### config.mk
export PLATFORM = sky130hd
export DESIGN_NAME = opfs_top
export DESIGN_NICKNAME = d
export VERILOG_FILES = /design/src/rtl/opfs_pkg.sv /design/src/rtl/opfs_top.sv /design/src/rtl/opfs_axil_slave.sv
export VERILOG_INCLUDE_DIRS = /design/src /design/src/rtl
export SDC_FILE = /design/constraint.sdc
export NUM_CORES = 1
export LEC_CHECK = 0
export ABC_AREA = 1
export BUFFER_PORTS_ARGS = -buffer_cell sky130_fd_sc_hd__buf_2
export CORE_ASPECT_RATIO = 0.75
export CORE_MARGIN = 10
export CORE_UTILIZATION = 57
export CTS_CLUSTER_SIZE = 25
export DETAILED_ROUTE_END_ITERATION = 10
export GPL_ROUTABILITY_DRIVEN = 0
export PLACE_DENSITY_LB_ADDON = 0.12
export SYNTH_ARGS = -nofsm -noshare
export SYNTH_HDL_FRONTEND = slang
export SYNTH_HIERARCHICAL = 1
export SYNTH_SLANG_ARGS = --single-unit
### constraint.sdc
create_clock -name core_clk -period 4.3 [get_ports core_clk]
set_input_delay 0.215 -clock core_clk [delete_from_list [all_inputs] [get_ports core_clk]]
set_output_delay 0.215 -clock core_clk [all_outputs]
set_load 0.05 [all_outputs]
### src/rtl/opfs_consts.svh
`ifndef OPFS_CONSTS_SVH
`define OPFS_CONSTS_SVH

// Register indexes; the byte address is four times the index
`define OPFS_IDX_DATA 16'hF228
`define OPFS_IDX_DRV_LOW 16'hF22A
`define OPFS_IDX_DRV_HIGH 16'hF22B
`define OPFS_IDX_FUNC_LOW 16'hF22C
`define OPFS_IDX_FUNC_HIGH 16'hF22D

`define OPFS_ADDR_W 20
`define OPFS_PIN_N 4
`define OPFS_REG_RESET 4'h0

// Function codes, {msb, lsb}
`define OPFS_FUNC_GPIO 2'h0
`define OPFS_FUNC_ONE 2'h1
`define OPFS_FUNC_TWO 2'h2
`define OPFS_FUNC_THREE 2'h3

// Drive codes, {high-register bit, low-register bit}
`define OPFS_DRV_HIZ 2'h0
`define OPFS_DRV_POD 2'h1
`define OPFS_DRV_NOD 2'h2
`define OPFS_DRV_CMOS 2'h3

`define OPFS_RESP_OKAY 2'h0
`define OPFS_RESP_SLVERR 2'h2

`endif

### src/rtl/opfs_pkg.sv
`include "opfs_consts.svh"

package opfs_pkg;

  typedef enum logic [2:0] {
    OPFS_REG_NONE,
    OPFS_REG_DATA,
    OPFS_REG_DRV_LOW,
    OPFS_REG_DRV_HIGH,
    OPFS_REG_FUNC_LOW,
    OPFS_REG_FUNC_HIGH
  } opfs_reg_e;

  // Used for both the write and the read address
  function automatic opfs_reg_e decode(input logic [`OPFS_ADDR_W-1:0] addr);
    opfs_reg_e sel;
    sel = OPFS_REG_NONE;
    if (addr == {2'h0, `OPFS_IDX_DATA, 2'h0})
      sel = OPFS_REG_DATA;
    else if (addr == {2'h0, `OPFS_IDX_DRV_LOW, 2'h0})
      sel = OPFS_REG_DRV_LOW;
    else if (addr == {2'h0, `OPFS_IDX_DRV_HIGH, 2'h0})
      sel = OPFS_REG_DRV_HIGH;
    else if (addr == {2'h0, `OPFS_IDX_FUNC_LOW, 2'h0})
      sel = OPFS_REG_FUNC_LOW;
    else if (addr == {2'h0, `OPFS_IDX_FUNC_HIGH, 2'h0})
      sel = OPFS_REG_FUNC_HIGH;
    return sel;
  endfunction

endpackage

### src/rtl/opfs_top.sv
// Contract
// - pin 3: gpio, reserved, timer B, pulse seven
// - pin 2: gpio, reserved, timer A, pulse six
// - pin 1: gpio, fast clock, pulse five, reserved
// - pin 0: gpio, slow clock, pulse four, reserved
// - function registers: bits 3-0 RW, 7-4 zero
// - function registers reset to zero, gpio mode
// - output only, no direction, no input
// - per-pin hiz, P-open, N-open or CMOS drive
// - reset leaves every pin high impedance
// - gpio mode drives the data register bit
// - drive codes: hiz, P-open, N-open, CMOS
// - data register four RW bits, resets zero
`timescale 1ns/10ps
`default_nettype none
`include "opfs_consts.svh"

module opfs_top (
  input wire logic core_clk,
  input wire logic reset_n,
  input wire logic [`OPFS_ADDR_W-1:0] s_axi_awaddr,
  input wire logic s_axi_awvalid,
  output logic s_axi_awready,
  input wire logic [31:0] s_axi_wdata,
  input wire logic [3:0] s_axi_wstrb,
  input wire logic s_axi_wvalid,
  output logic s_axi_wready,
  output logic [1:0] s_axi_bresp,
  output logic s_axi_bvalid,
  input wire logic s_axi_bready,
  input wire logic [`OPFS_ADDR_W-1:0] s_axi_araddr,
  input wire logic s_axi_arvalid,
  output logic s_axi_arready,
  output logic [31:0] s_axi_rdata,
  output logic [1:0] s_axi_rresp,
  output logic s_axi_rvalid,
  input wire logic s_axi_rready,
  input wire logic slow_clock_out,
  input wire logic fast_clock_out,
  input wire logic timer_a_out,
  input wire logic timer_b_out,
  input wire logic pulse_channel_four,
  input wire logic pulse_channel_five,
  input wire logic pulse_channel_six,
  input wire logic pulse_channel_seven,
  output logic out_pin_0,
  output logic out_pin_0_oe,
  output logic out_pin_1,
  output logic out_pin_1_oe,
  output logic out_pin_2,
  output logic out_pin_2_oe,
  output logic out_pin_3,
  output logic out_pin_3_oe
);

  typedef struct packed {
    logic [3:0] output_port_data;
    logic [3:0] drive_mode_select_low;
    logic [3:0] drive_mode_select_high;
    logic [3:0] pin_function_select_low;
    logic [3:0] pin_function_select_high;
    logic [3:0] pin_level;
    logic [3:0] pin_oe;
  } opfs_state_s;

  opfs_state_s st_ff;
  opfs_state_s nxt_st;
  logic wr_en;
  opfs_pkg::opfs_reg_e wr_sel;
  logic [3:0] wr_data;
  opfs_pkg::opfs_reg_e rd_sel;
  logic [31:0] rd_data;
  logic [7:0] periph;

  assign periph = {pulse_channel_seven, pulse_channel_six, pulse_channel_five,
                   pulse_channel_four, timer_b_out, timer_a_out, fast_clock_out,
                   slow_clock_out};

  opfs_axil_slave u_bus (
    .core_clk(core_clk),
    .reset_n(reset_n),
    .s_axi_awaddr(s_axi_awaddr),
    .s_axi_awvalid(s_axi_awvalid),
    .s_axi_awready(s_axi_awready),
    .s_axi_wdata(s_axi_wdata),
    .s_axi_wstrb(s_axi_wstrb),
    .s_axi_wvalid(s_axi_wvalid),
    .s_axi_wready(s_axi_wready),
    .s_axi_bresp(s_axi_bresp),
    .s_axi_bvalid(s_axi_bvalid),
    .s_axi_bready(s_axi_bready),
    .s_axi_araddr(s_axi_araddr),
    .s_axi_arvalid(s_axi_arvalid),
    .s_axi_arready(s_axi_arready),
    .s_axi_rdata(s_axi_rdata),
    .s_axi_rresp(s_axi_rresp),
    .s_axi_rvalid(s_axi_rvalid),
    .s_axi_rready(s_axi_rready),
    .wr_en(wr_en),
    .wr_sel(wr_sel),
    .wr_data(wr_data),
    .rd_sel(rd_sel),
    .rd_data(rd_data)
  );

  // Picks the level a pin should carry from its function code.
  // periph: {pulse seven..four, timer b, timer a, fast clock, slow clock}
  function automatic logic route(input logic [1:0] pin, input logic [1:0] code,
                                 input logic gpio, input logic [7:0] src);
    logic val;
    val = gpio;
    case (pin)
      2'h0:
      begin
        if (code == `OPFS_FUNC_ONE)
          val = src[0];
        else if (code == `OPFS_FUNC_TWO)
          val = src[4];
      end
      2'h1:
      begin
        if (code == `OPFS_FUNC_ONE)
          val = src[1];
        else if (code == `OPFS_FUNC_TWO)
          val = src[5];
      end
      2'h2:
      begin
        if (code == `OPFS_FUNC_TWO)
          val = src[2];
        else if (code == `OPFS_FUNC_THREE)
          val = src[6];
      end
      default:
      begin
        if (code == `OPFS_FUNC_TWO)
          val = src[3];
        else if (code == `OPFS_FUNC_THREE)
          val = src[7];
      end
    endcase
    return val;
  endfunction

  // Returns {level, enable}; open-drain modes only ever drive one rail
  function automatic logic [1:0] drive(input logic [1:0] mode, input logic val);
    logic [1:0] res;
    case (mode)
      `OPFS_DRV_POD:
        res = {1'b1, val};
      `OPFS_DRV_NOD:
        res = {1'b0, !val};
      `OPFS_DRV_CMOS:
        res = {val, 1'b1};
      default:
        res = 2'h0;
    endcase
    return res;
  endfunction

  always_comb
  begin
    case (rd_sel)
      opfs_pkg::OPFS_REG_DATA:
        rd_data = {28'h0, st_ff.output_port_data};
      opfs_pkg::OPFS_REG_DRV_LOW:
        rd_data = {28'h0, st_ff.drive_mode_select_low};
      opfs_pkg::OPFS_REG_DRV_HIGH:
        rd_data = {28'h0, st_ff.drive_mode_select_high};
      opfs_pkg::OPFS_REG_FUNC_LOW:
        rd_data = {28'h0, st_ff.pin_function_select_low};
      opfs_pkg::OPFS_REG_FUNC_HIGH:
        rd_data = {28'h0, st_ff.pin_function_select_high};
      default:
        rd_data = 32'h0;
    endcase
  end

  always_comb
  begin
    logic [1:0] lvl_oe;
    lvl_oe = 2'h0;
    nxt_st = st_ff;
    if (wr_en)
    begin
      case (wr_sel)
        opfs_pkg::OPFS_REG_DATA:
          nxt_st.output_port_data = wr_data;
        opfs_pkg::OPFS_REG_DRV_LOW:
          nxt_st.drive_mode_select_low = wr_data;
        opfs_pkg::OPFS_REG_DRV_HIGH:
          nxt_st.drive_mode_select_high = wr_data;
        opfs_pkg::OPFS_REG_FUNC_LOW:
          nxt_st.pin_function_select_low = wr_data;
        opfs_pkg::OPFS_REG_FUNC_HIGH:
          nxt_st.pin_function_select_high = wr_data;
        default:
          nxt_st.output_port_data = st_ff.output_port_data;
      endcase
    end
    // Pins follow the registers one cycle late so every pin output is a flop.
    // gpio drives the data bit
    for (int i = 0; i < `OPFS_PIN_N; i++)
    begin
      lvl_oe = drive({st_ff.drive_mode_select_high[i], st_ff.drive_mode_select_low[i]},
                     route(2'(i), {st_ff.pin_function_select_high[i],
                                   st_ff.pin_function_select_low[i]},
                           st_ff.output_port_data[i], periph));
      nxt_st.pin_level[i] = lvl_oe[1];
      nxt_st.pin_oe[i] = lvl_oe[0];
    end
  end

  always_ff @(posedge core_clk or negedge reset_n)
  begin
    if (!reset_n)
      st_ff <= '0;
    else
      st_ff <= nxt_st;
  end

  assign out_pin_0 = st_ff.pin_level[0];
  assign out_pin_0_oe = st_ff.pin_oe[0];
  assign out_pin_1 = st_ff.pin_level[1];
  assign out_pin_1_oe = st_ff.pin_oe[1];
  assign out_pin_2 = st_ff.pin_level[2];
  assign out_pin_2_oe = st_ff.pin_oe[2];
  assign out_pin_3 = st_ff.pin_level[3];
  assign out_pin_3_oe = st_ff.pin_oe[3];
endmodule

`default_nettype wire

### src/rtl/opfs_axil_slave.sv
`timescale 1ns/10ps
`default_nettype none
`include "opfs_consts.svh"

module opfs_axil_slave (
  input wire logic core_clk,
  input wire logic reset_n,
  input wire logic [`OPFS_ADDR_W-1:0] s_axi_awaddr,
  input wire logic s_axi_awvalid,
  output logic s_axi_awready,
  input wire logic [31:0] s_axi_wdata,
  input wire logic [3:0] s_axi_wstrb,
  input wire logic s_axi_wvalid,
  output logic s_axi_wready,
  output logic [1:0] s_axi_bresp,
  output logic s_axi_bvalid,
  input wire logic s_axi_bready,
  input wire logic [`OPFS_ADDR_W-1:0] s_axi_araddr,
  input wire logic s_axi_arvalid,
  output logic s_axi_arready,
  output logic [31:0] s_axi_rdata,
  output logic [1:0] s_axi_rresp,
  output logic s_axi_rvalid,
  input wire logic s_axi_rready,
  output logic wr_en,
  output opfs_pkg::opfs_reg_e wr_sel,
  output logic [3:0] wr_data,
  output opfs_pkg::opfs_reg_e rd_sel,
  input wire logic [31:0] rd_data
);

  typedef struct packed {
    logic aw_held;
    logic w_held;
    logic [`OPFS_ADDR_W-1:0] waddr;
    logic [3:0] wdata;
    logic wstrb0;
    logic bvalid;
    logic [1:0] bresp;
    logic rvalid;
    logic [1:0] rresp;
    logic [31:0] rdata;
  } opfs_axi_s;

  opfs_axi_s st_ff;
  opfs_axi_s nxt_st;
  logic do_write;

  assign s_axi_awready = !st_ff.aw_held && !st_ff.bvalid;
  assign s_axi_wready = !st_ff.w_held && !st_ff.bvalid;
  assign s_axi_arready = !st_ff.rvalid;
  assign s_axi_bvalid = st_ff.bvalid;
  assign s_axi_bresp = st_ff.bresp;
  assign s_axi_rvalid = st_ff.rvalid;
  assign s_axi_rresp = st_ff.rresp;
  assign s_axi_rdata = st_ff.rdata;
  assign wr_sel = opfs_pkg::decode(st_ff.waddr);
  assign rd_sel = opfs_pkg::decode(s_axi_araddr);
  assign do_write = st_ff.aw_held && st_ff.w_held && !st_ff.bvalid;
  // Only the low byte lane carries register bits
  assign wr_en = do_write && st_ff.wstrb0 && (wr_sel != opfs_pkg::OPFS_REG_NONE);
  assign wr_data = st_ff.wdata;

  always_comb
  begin
    nxt_st = st_ff;
    if (s_axi_awvalid && s_axi_awready)
    begin
      nxt_st.aw_held = 1'b1;
      nxt_st.waddr = s_axi_awaddr;
    end
    if (s_axi_wvalid && s_axi_wready)
    begin
      nxt_st.w_held = 1'b1;
      nxt_st.wdata = s_axi_wdata[3:0];
      nxt_st.wstrb0 = s_axi_wstrb[0];
    end
    if (do_write)
    begin
      nxt_st.aw_held = 1'b0;
      nxt_st.w_held = 1'b0;
      nxt_st.bvalid = 1'b1;
      nxt_st.bresp = (wr_sel == opfs_pkg::OPFS_REG_NONE) ? `OPFS_RESP_SLVERR : `OPFS_RESP_OKAY;
    end
    if (st_ff.bvalid && s_axi_bready)
      nxt_st.bvalid = 1'b0;
    if (s_axi_arvalid && s_axi_arready)
    begin
      nxt_st.rvalid = 1'b1;
      nxt_st.rdata = rd_data;
      nxt_st.rresp = (rd_sel == opfs_pkg::OPFS_REG_NONE) ? `OPFS_RESP_SLVERR : `OPFS_RESP_OKAY;
    end
    if (st_ff.rvalid && s_axi_rready)
      nxt_st.rvalid = 1'b0;
  end

  always_ff @(posedge core_clk or negedge reset_n)
  begin
    if (!reset_n)
      st_ff <= '0;
    else
      st_ff <= nxt_st;
  end

endmodule

`default_nettype wire

==> results.ini, run 1 <==
[place]
placed_area_mm2 = 0.00503
hpwl_um = 7740
io_buffers = 106

[timing]
finClkSkew_ps = 11.1
setup-tns-final_ps = 0
hold_violations = 0
slew_headroom = 0.352
layout_min_cycle_time_ps = 2090
grt_setup_unrepaired = false
whs_ps = 29.2
max_clock_freq_mhz = 478
min_period_over_period = 0.487
final_max_slew_viol_count = 0
worst_slew_pin_slew_ps = 970
setup_viol = 0

[routing]
num_vias = 3741
drt_iter0_drc = 285
post_drt_wl_per_cell_um = 12.8
antenna_left = 0
vias_per_cell = 4.78
wirelength_um = 10100
remaining_drc_errors = 0
drtPass1Iterations = 4

[yosys]
netlist_area_mm2 = 0.00462
ys_seq_area_frac = 0.493
synth_cells = 577
yosysWarnings = 6
synth_seq_cells = 91
synth_area_per_cell_um2 = 8.00
yosys.cell_types.count = 29

[worst_setup_path]
ff2ff_setup_slack_ps = 2210
path_cells = nor2_1 -> nand2_1 -> nor2_4 -> nand2_1 -> nor2_1 -> nor2_1 -> nand3_1 -> nand2_1 -> nor2_1 -> inv_1 -> nor2_2 -> nand2_1 -> nand2_1 -> o21ai_0
cpPeakStageDelay_ps = 390
arrival_ps = 2320
cp-start-kind = register
crit_top_cell = nand2_1
crit_family = simple AND/OR/NAND/NOR gates
end_kind = register
cp.required_ps = 4530
crit_path_top_delay_cell = dfrtp_1
critPathMaxFanout = 9
crit_buf_inv = 1
worstSetupPathType = register to register

[job]
cap_viol_max_count = 0

[pwr]
power_mw = 2.60
p_per_area_mw_per_mm2 = 496
power_leakage_nw = 2.86
vdd_drop_max_mv = 0.369

[final_layout]
num_antenna_cells = 0
syn_to_final_growth_pct = 13.6
final_cell_area_mm2 = 0.00525
fin_util = 0.666
nets = 765
multi_input_comb_area_mm2 = 0.00183
mostFrequentLayoutCells = 190 x nand2_1, 105 x buf_2, 91 x dfrtp_1
final-seq-area_mm2 = 0.00228
final_common_cell = nand2_1
nFillCells = 694
drive_above_1_share = 0.229

[global_routing]
grt_pass1_vias = 3742
grt_max_degree = 52
grt_pass1_wl_um = 16900
grtUsageTotal = 0.168
gr-total-overflow = 0
antenna_found_initial = 0

[clocking]
cts_buffers = 9
cts_hold_buf = 1
path_clk_slew_ps = 90
postCtsSetupBuffers = 0
cts_root_buf = clkbuf_8
clk_path_buf_depth = 2
htree_num_levels = 3
postCtsResizedCells = 0
clock-sinks = 91
cts_tree = yes
clock_latency_ps = 360

[floorplanning]
start_util = 0.586
fp.dieW_um = 124
row_count = 28
ios = 140
coreArea_mm2 = 0.00788
fp.dieH_um = 98.0
die-area_mm2 = 0.0121

[min_path]
hp-class = primary input to register

[status]
status = complete, no violations

-- metrics by stage --
| step | std cells | setup slack [ps] |
|---|---|---|
| final | 783 | 2210 |
| after global routing | 783 | 1920 |
| after CTS | 783 | 2200 |
| after detailed placement | 767 | 2180 |
| after global placement | 767 | 2270 |
| after floorplan | 605 | 2120 |
-- worst paths after layout --
check,cells after the start,from,to
setup / recovery,14,u_bus/st_ff[52]$_DFFE_PN0P_,st_ff[25]$_DFFE_PN0P_
hold / removal,2,s_axi_bready,u_bus/s_axi_bvalid$_DFFE_PN0P_
setup reg to reg,14,u_bus/st_ff[52]$_DFFE_PN0P_,st_ff[25]$_DFFE_PN0P_
hold reg to reg,2,u_bus/s_axi_rdata[20]$_DFFE_PN0P_,u_bus/s_axi_rdata[20]$_DFFE_PN0P_
max in group asynchronous,3,reset_n,u_bus/st_ff[54]$_DFFE_PN0P_
min in group asynchronous,2,reset_n,u_bus/s_axi_rdata[14]$_DFFE_PN0P_
-- Yosys cell counts, drive strengths merged --
cell	n	area (um^2)
nand3b	6	45.0
mux2	13	146
o21ai	26	130
nand3	30	170
inv	63	239
nand4	18	113
or2	3	18.8
nor3	7	40.0
nand2	192	726
nor2	57	244
a21oi	14	70.1
o21a	2	15.0
clkbuf	4	15.0
clkinv	2	7.51
buf	47	354
conb	2	7.51
dfrtp	91	2280
-- final cells by class --
cell class	count	area share
clock buffers	12	0.0296
clock inverters	3	0.00906
inverters	65	0.0470
multi-input cells	398	0.349
flip-flops and latches	91	0.434
well taps	105	0.0250
repair buffers	109	0.106
-- routing by layer --
layer | global-route usage | wire length, um | share of wire
met3 | 0.0501 | 719 | 0.071
met2 | 0.283 | 4980 | 0.50
met5 | 0 | 0 | 0
met1 | 0.206 | 4250 | 0.42
met4 | 0.0406 | 102 | 0.010
-- cells by family (layout without fill, tap and decap cells) --
kind of cell / Yosys count / in the layout / share of synthesized area
AOI/OAI and AO/OA: 42 / 42 / 0.0466
and+or+nand+nor: 313 / 313 / 0.294
muxes: 13 / 13 / 0.0317
other: 2 / 30 / 0.00163
DFF: 91 / 91 / 0.493
buffers and inverters: 116 / 189 / 0.133
-- registers in the layout (all words and copies together), names as in the netlist, 4 cells and up --
name / count
u_bus/s_axi_rdata: 32
u_bus/st_ff: 23
st_ff: 20
u_bus/wr_data: 4
-- power breakdown --
group / internal (mW) / switching (mW)
clock: 0.300 / 0.286
combinational: 0.246 / 0.608
sequential: 1.05 / 0.118
total: 1.59 / 1.01
(Power assumes the default switching activity.)
==> run 2, diff against run 1 <==
CORE_UTILIZATION = 53   (was 57)
clock period = 2.2 ns   (was 4.3 ns; I/O delays follow)
==> results.ini, run 2 (synthesized netlist as in run 1, its figures left out) <==
[global_routing]
grt_pass1_vias = 3675
grt_pass1_wl_um = 17100
antenna_found_initial = 0
grt_max_degree = 55
grtUsageTotal = 0.160
gr-total-overflow = 0

[clocking]
cts_buffers = 9
clock_latency_ps = 330
clock-sinks = 91
path_clk_slew_ps = 60
clk_path_buf_depth = 2
cts_root_buf = clkbuf_16
htree_num_levels = 3
cts_tree = yes

[final_layout]
mostFrequentLayoutCells = 189 x nand2_1, 105 x buf_2, 91 x dfrtp_1
final_common_cell = nand2_1
syn_to_final_growth_pct = 18.9
nets = 779
nFillCells = 760
largest_reg_flops = 32
fin_util = 0.647
num_antenna_cells = 0
drive_above_1_share = 0.240
final_cells = 800
final_cell_area_mm2 = 0.00549

[timing]
slew_headroom = 0.610
max_clock_freq_mhz = 511
final_max_slew_viol_count = 0
worst_slew_pin_slew_ps = 582
layout_min_cycle_time_ps = 1960
worst_slack_ps = 242
hold_violations = 0
setup_viol = 0
setup-tns-final_ps = 0
min_period_over_period = 0.890
grt_setup_unrepaired = true
finClkSkew_ps = 6.66

[routing]
num_vias = 3802
remaining_drc_errors = 0
drt_iter0_drc = 275
post_drt_wl_per_cell_um = 13.0
antenna_left = 0
drtPass1Iterations = 5
vias_per_cell = 4.75
wirelength_um = 10400

[place]
placed_area_mm2 = 0.00508
dp.cells = 774
io_buffers = 106
hpwl_um = 7820
detailedPlace.worstSlack_ps = 186

[min_path]
hp-class = primary input to register

[job]
cap_viol_max_count = 0

[floorplanning]
ios = 140
fp.dieH_um = 101
die-area_mm2 = 0.0129
fp.dieW_um = 128
coreArea_mm2 = 0.00849
row_count = 29
start_util = 0.544

[worst_setup_path]
critPathMaxFanout = 8
arrival_ps = 2170
worstSetupPathType = register to register
cp-start-kind = register
cp.required_ps = 2410
end_kind = register

[status]
status = complete, no violations

[pwr]
p_per_area_mw_per_mm2 = 1010
power_leakage_nw = 2.97
vdd_drop_max_mv = 0.880

## run 2: cell types whose count changed in the layout (fill, tap and decap cells not counted), sizes merged
cell and delta:
buf +9, clkinvlp +1, clkbuf -3, dlygate4sd3 +5, clkinv +1, inv +1
## run 2: final timing paths
| path | from | end | slack, ps | cells after the start |
|---|---|---|---|---|
| worst min register to register | u_bus/s_axi_rdata[19]$_DFFE_PN0P_ | u_bus/s_axi_rdata[19]$_DFFE_PN0P_ | 470 | 2 |
| min in group asynchronous | reset_n | u_bus/st_ff[61]$_DFFE_PN0P_ | 280 | 2 |
| worst max register to register | u_bus/st_ff[43]$_DFFE_PN0P_ | st_ff[21]$_DFFE_PN0P_ | 240 | 14 |
| worst min-delay path | s_axi_awaddr[14] | u_bus/st_ff[57]$_DFFE_PN0P_ | 10 | 2 |
| worst max-delay path | u_bus/st_ff[43]$_DFFE_PN0P_ | st_ff[21]$_DFFE_PN0P_ | 240 | 14 |
| max in group asynchronous | reset_n | u_bus/s_axi_rdata[0]$_DFFE_PN0P_ | 1260 | 3 |
## run 2: final cells by class
class / instances / area [um^2] / share of cell area
timing repair buffer: 123 / 688 / 0.125
tap: 108 / 135 / 0.0246
multi-input combinational: 398 / 1850 / 0.338
clock buffer: 9 / 225 / 0.0410
clock inverter: 6 / 65.1 / 0.0119
sequential: 91 / 2280 / 0.415
inverter: 65 / 246 / 0.0449
## run 2: repair_timing
action / CTS / global route
hold buffers: 6 / 0
hold endpoints to repair: 42 / 0
gates resized for setup: 0 / 5
buffers inserted: 0 / 5
endpoints found under the setup margin: 0 / 17
## run 2: through the flow
stage                     hold WS [ps]  total power, mW
final                             10.7             5.52
after global routing              7.41             5.86
after CTS                         3.97             5.54
after detailed placement           116             4.01
after global placement             112             3.96
after floorplan                   -186             3.78
## run 2: power by group
part	total [mW]	switching (mW)	internal (mW)
Clock	1.49	0.620	0.875
Sequential	2.28	0.227	2.05
Combinational	1.75	1.21	0.539
Total	5.52	2.06	3.46
## run 2: metal layers
metal / vias to the layer above / GRT usage / part of all wire
met5: - / 0 / 0
met4: 0 / 0.0475 / 0.0069
met3: 4 / 0.0589 / 0.080
met2: 98 / 0.251 / 0.44
met1: 1737 / 0.203 / 0.47
li1: 1963 / - / -
## run 2: critical path, cell delays in order (launching register included)
cell and delay, ps:
dfrtp_1 400, nor2_4 130, buf_4 130, nand2_1 60, nand3b_1 150, nor2_1 100, nor2_1 70, nand3_1 70
nand2_1 50, nor2_1 120, inv_1 80, nor2_4 170, nand3_4 140, nand2_1 90, o21ai_0 70
==> run 3, diff against run 2 <==
==> constraint.sdc (replaced) <==
create_clock -name core_clk -period 2.2 [get_ports core_clk]
set_input_delay 0.22 -clock core_clk [delete_from_list [all_inputs] [get_ports core_clk]]
set_output_delay 0.22 -clock core_clk [all_outputs]
set_load 0.05 [all_outputs]
==> results.ini, run 3 (synthesized netlist as in run 1, its figures left out) <==
[pwr]
vdd_drop_max_mv = 1.08
clkPwrFrac = 0.291
switchingPower_mw = 2.09
power.internal_mw = 3.63
p_per_area_mw_per_mm2 = 1040
pwr-share-comb = 0.309
p_sw_frac = 0.366
power_leakage_nw = 2.98
pwr-share-seq = 0.400

[timing]
final_max_slew_viol_count = 0
finClkSkew_ps = 6.42
layout_min_cycle_time_ps = 1990
slew_headroom = 0.616
setup_viol = 0
worst_slew_pin_slew_ps = 574
max_clock_freq_mhz = 502
hold_violations = 0
whs_ps = 75.2
min_period_over_period = 0.906

[global_routing]
grt_pass1_wl_um = 17800
grt_max_degree = 53
gr-total-overflow = 0
grt_pass1_vias = 3892
antenna_found_initial = 0
grtUsageTotal = 0.168

[final_layout]
final_cell_area_mm2 = 0.00550
largest_reg_flops = 32
drive_above_1_share = 0.250
num_antenna_cells = 0
nets = 775
mostFrequentLayoutCells = 186 x nand2_1, 105 x buf_2, 91 x dfrtp_1
syn_to_final_growth_pct = 19.2
fin_util = 0.648
nFillCells = 746
final_common_cell = nand2_1

[clocking]
cts_tree = yes
clock_latency_ps = 330
cts_root_buf = clkbuf_16
clk_path_buf_depth = 2
htree_num_levels = 3
path_clk_slew_ps = 60
cts_buffers = 9
clock-sinks = 91

[worst_setup_path]
crit_path_top_delay_cell = dfrtp_1
arrival_ps = 2210
cp.required_ps = 2420
crit_buf_inv = 1
crit_family = simple AND/OR/NAND/NOR gates
end_kind = register
cp-start-kind = register
cpPeakStageDelay_ps = 380
path_cells = nor2_2 -> nand2_2 -> nor2_4 -> nand2_1 -> nor2_1 -> nor2_1 -> nand3_1 -> nand2_1 -> nor2_1 -> inv_1 -> nor2_4 -> nand3_4 -> nand2_1 -> o21ai_0
worstSetupPathType = register to register
critPathMaxFanout = 8

[floorplanning]
fp.dieH_um = 101
die-area_mm2 = 0.0129
ios = 140
coreArea_mm2 = 0.00849
row_count = 29
start_util = 0.544
fp.dieW_um = 128

[routing]
drt_iter0_drc = 231
remaining_drc_errors = 0
wirelength_um = 10600
drtPass1Iterations = 5
vias_per_cell = 4.74
num_vias = 3778
antenna_left = 0
post_drt_wl_per_cell_um = 13.3

[job]
cap_viol_max_count = 0

[status]
status = complete, no violations

[place]
placed_area_mm2 = 0.00509
io_buffers = 106
hpwl_um = 7880

[min_path]
hp-class = primary input to register

[run 3: per-stage QoR]
| stage | total power [mW] | TNS, ps | cells | setup slack (ps) |
|---|---|---|---|---|
| floorplan | 3.78 | 0 | 605 | 22.8 |
| global placement | 3.96 | 0 | 775 | 238 |
| detailed placement | 4.04 | 0 | 775 | 158 |
| CTS | 5.73 | 0 | 792 | 145 |
| global route | 6.08 | -17.3 | 797 | -11.4 |
| finish | 5.73 | 0 | 797 | 206 |
[run 3: cell type report]
type	instances	area [um^2]	area share
flip-flops and latches	91	2280	0.414
multi-input cells	398	1870	0.340
repair buffers	119	646	0.117
clock buffers	12	256	0.0466
inverters	65	246	0.0448
well taps	108	135	0.0246
clock inverters	4	72.6	0.0132
[run 3: repair_timing]
action                                  CTS  global route
setup buffers                             0             5
resized for setup                         0            12
endpoints found under the setup margin    0            15
hold endpoints to repair                 39             0
hold buffers                              1             0
[run 3: final timing paths]
check	startpoint	cells past startpoint	slack, ps	to
min in group asynchronous	reset_n	2	410	u_bus/st_ff[44]$_DFFE_PN0P_
max in group asynchronous	reset_n	3	1120	u_bus/st_ff[38]$_DFFE_PN0P_
min	s_axi_rready	2	80	u_bus/s_axi_rvalid$_DFFE_PN0P_
max reg2reg	u_bus/st_ff[51]$_DFFE_PN0P_	14	210	st_ff[21]$_DFFE_PN0P_
max	u_bus/st_ff[51]$_DFFE_PN0P_	14	210	st_ff[21]$_DFFE_PN0P_
min reg2reg	u_bus/s_axi_rdata[5]$_DFFE_PN0P_	2	470	u_bus/s_axi_rdata[5]$_DFFE_PN0P_
[run 3: per-layer routing]
| layer | global-route usage | vias up | wire length, um |
|---|---|---|---|
| met3 | 0.0620 | 5 | 820 |
| met1 | 0.206 | 1719 | 4880 |
| met4 | 0.0535 | 0 | 51 |
| li1 | - | 1952 | - |
| met2 | 0.270 | 102 | 4850 |
| met5 | 0 | - | 0 |
[run 3: worst reg2reg max path: cells and delay by family (launching register included)]
family,cells,cell delay (ps)
buffers and inverters,1,80
AOI/OAI and AO/OA,1,70
DFF,1,380
and+or+nand+nor,12,1350
[run 3: power groups by stage]
stage                     logic, mW  clock network, mW  registers, mW
after global placement         1.68                  0           2.28
after floorplan                1.49                  0           2.29
after CTS                      1.74               1.71           2.28
final                          1.77               1.66           2.29
after global routing           1.95               1.79           2.34
after detailed placement       1.73                  0           2.31
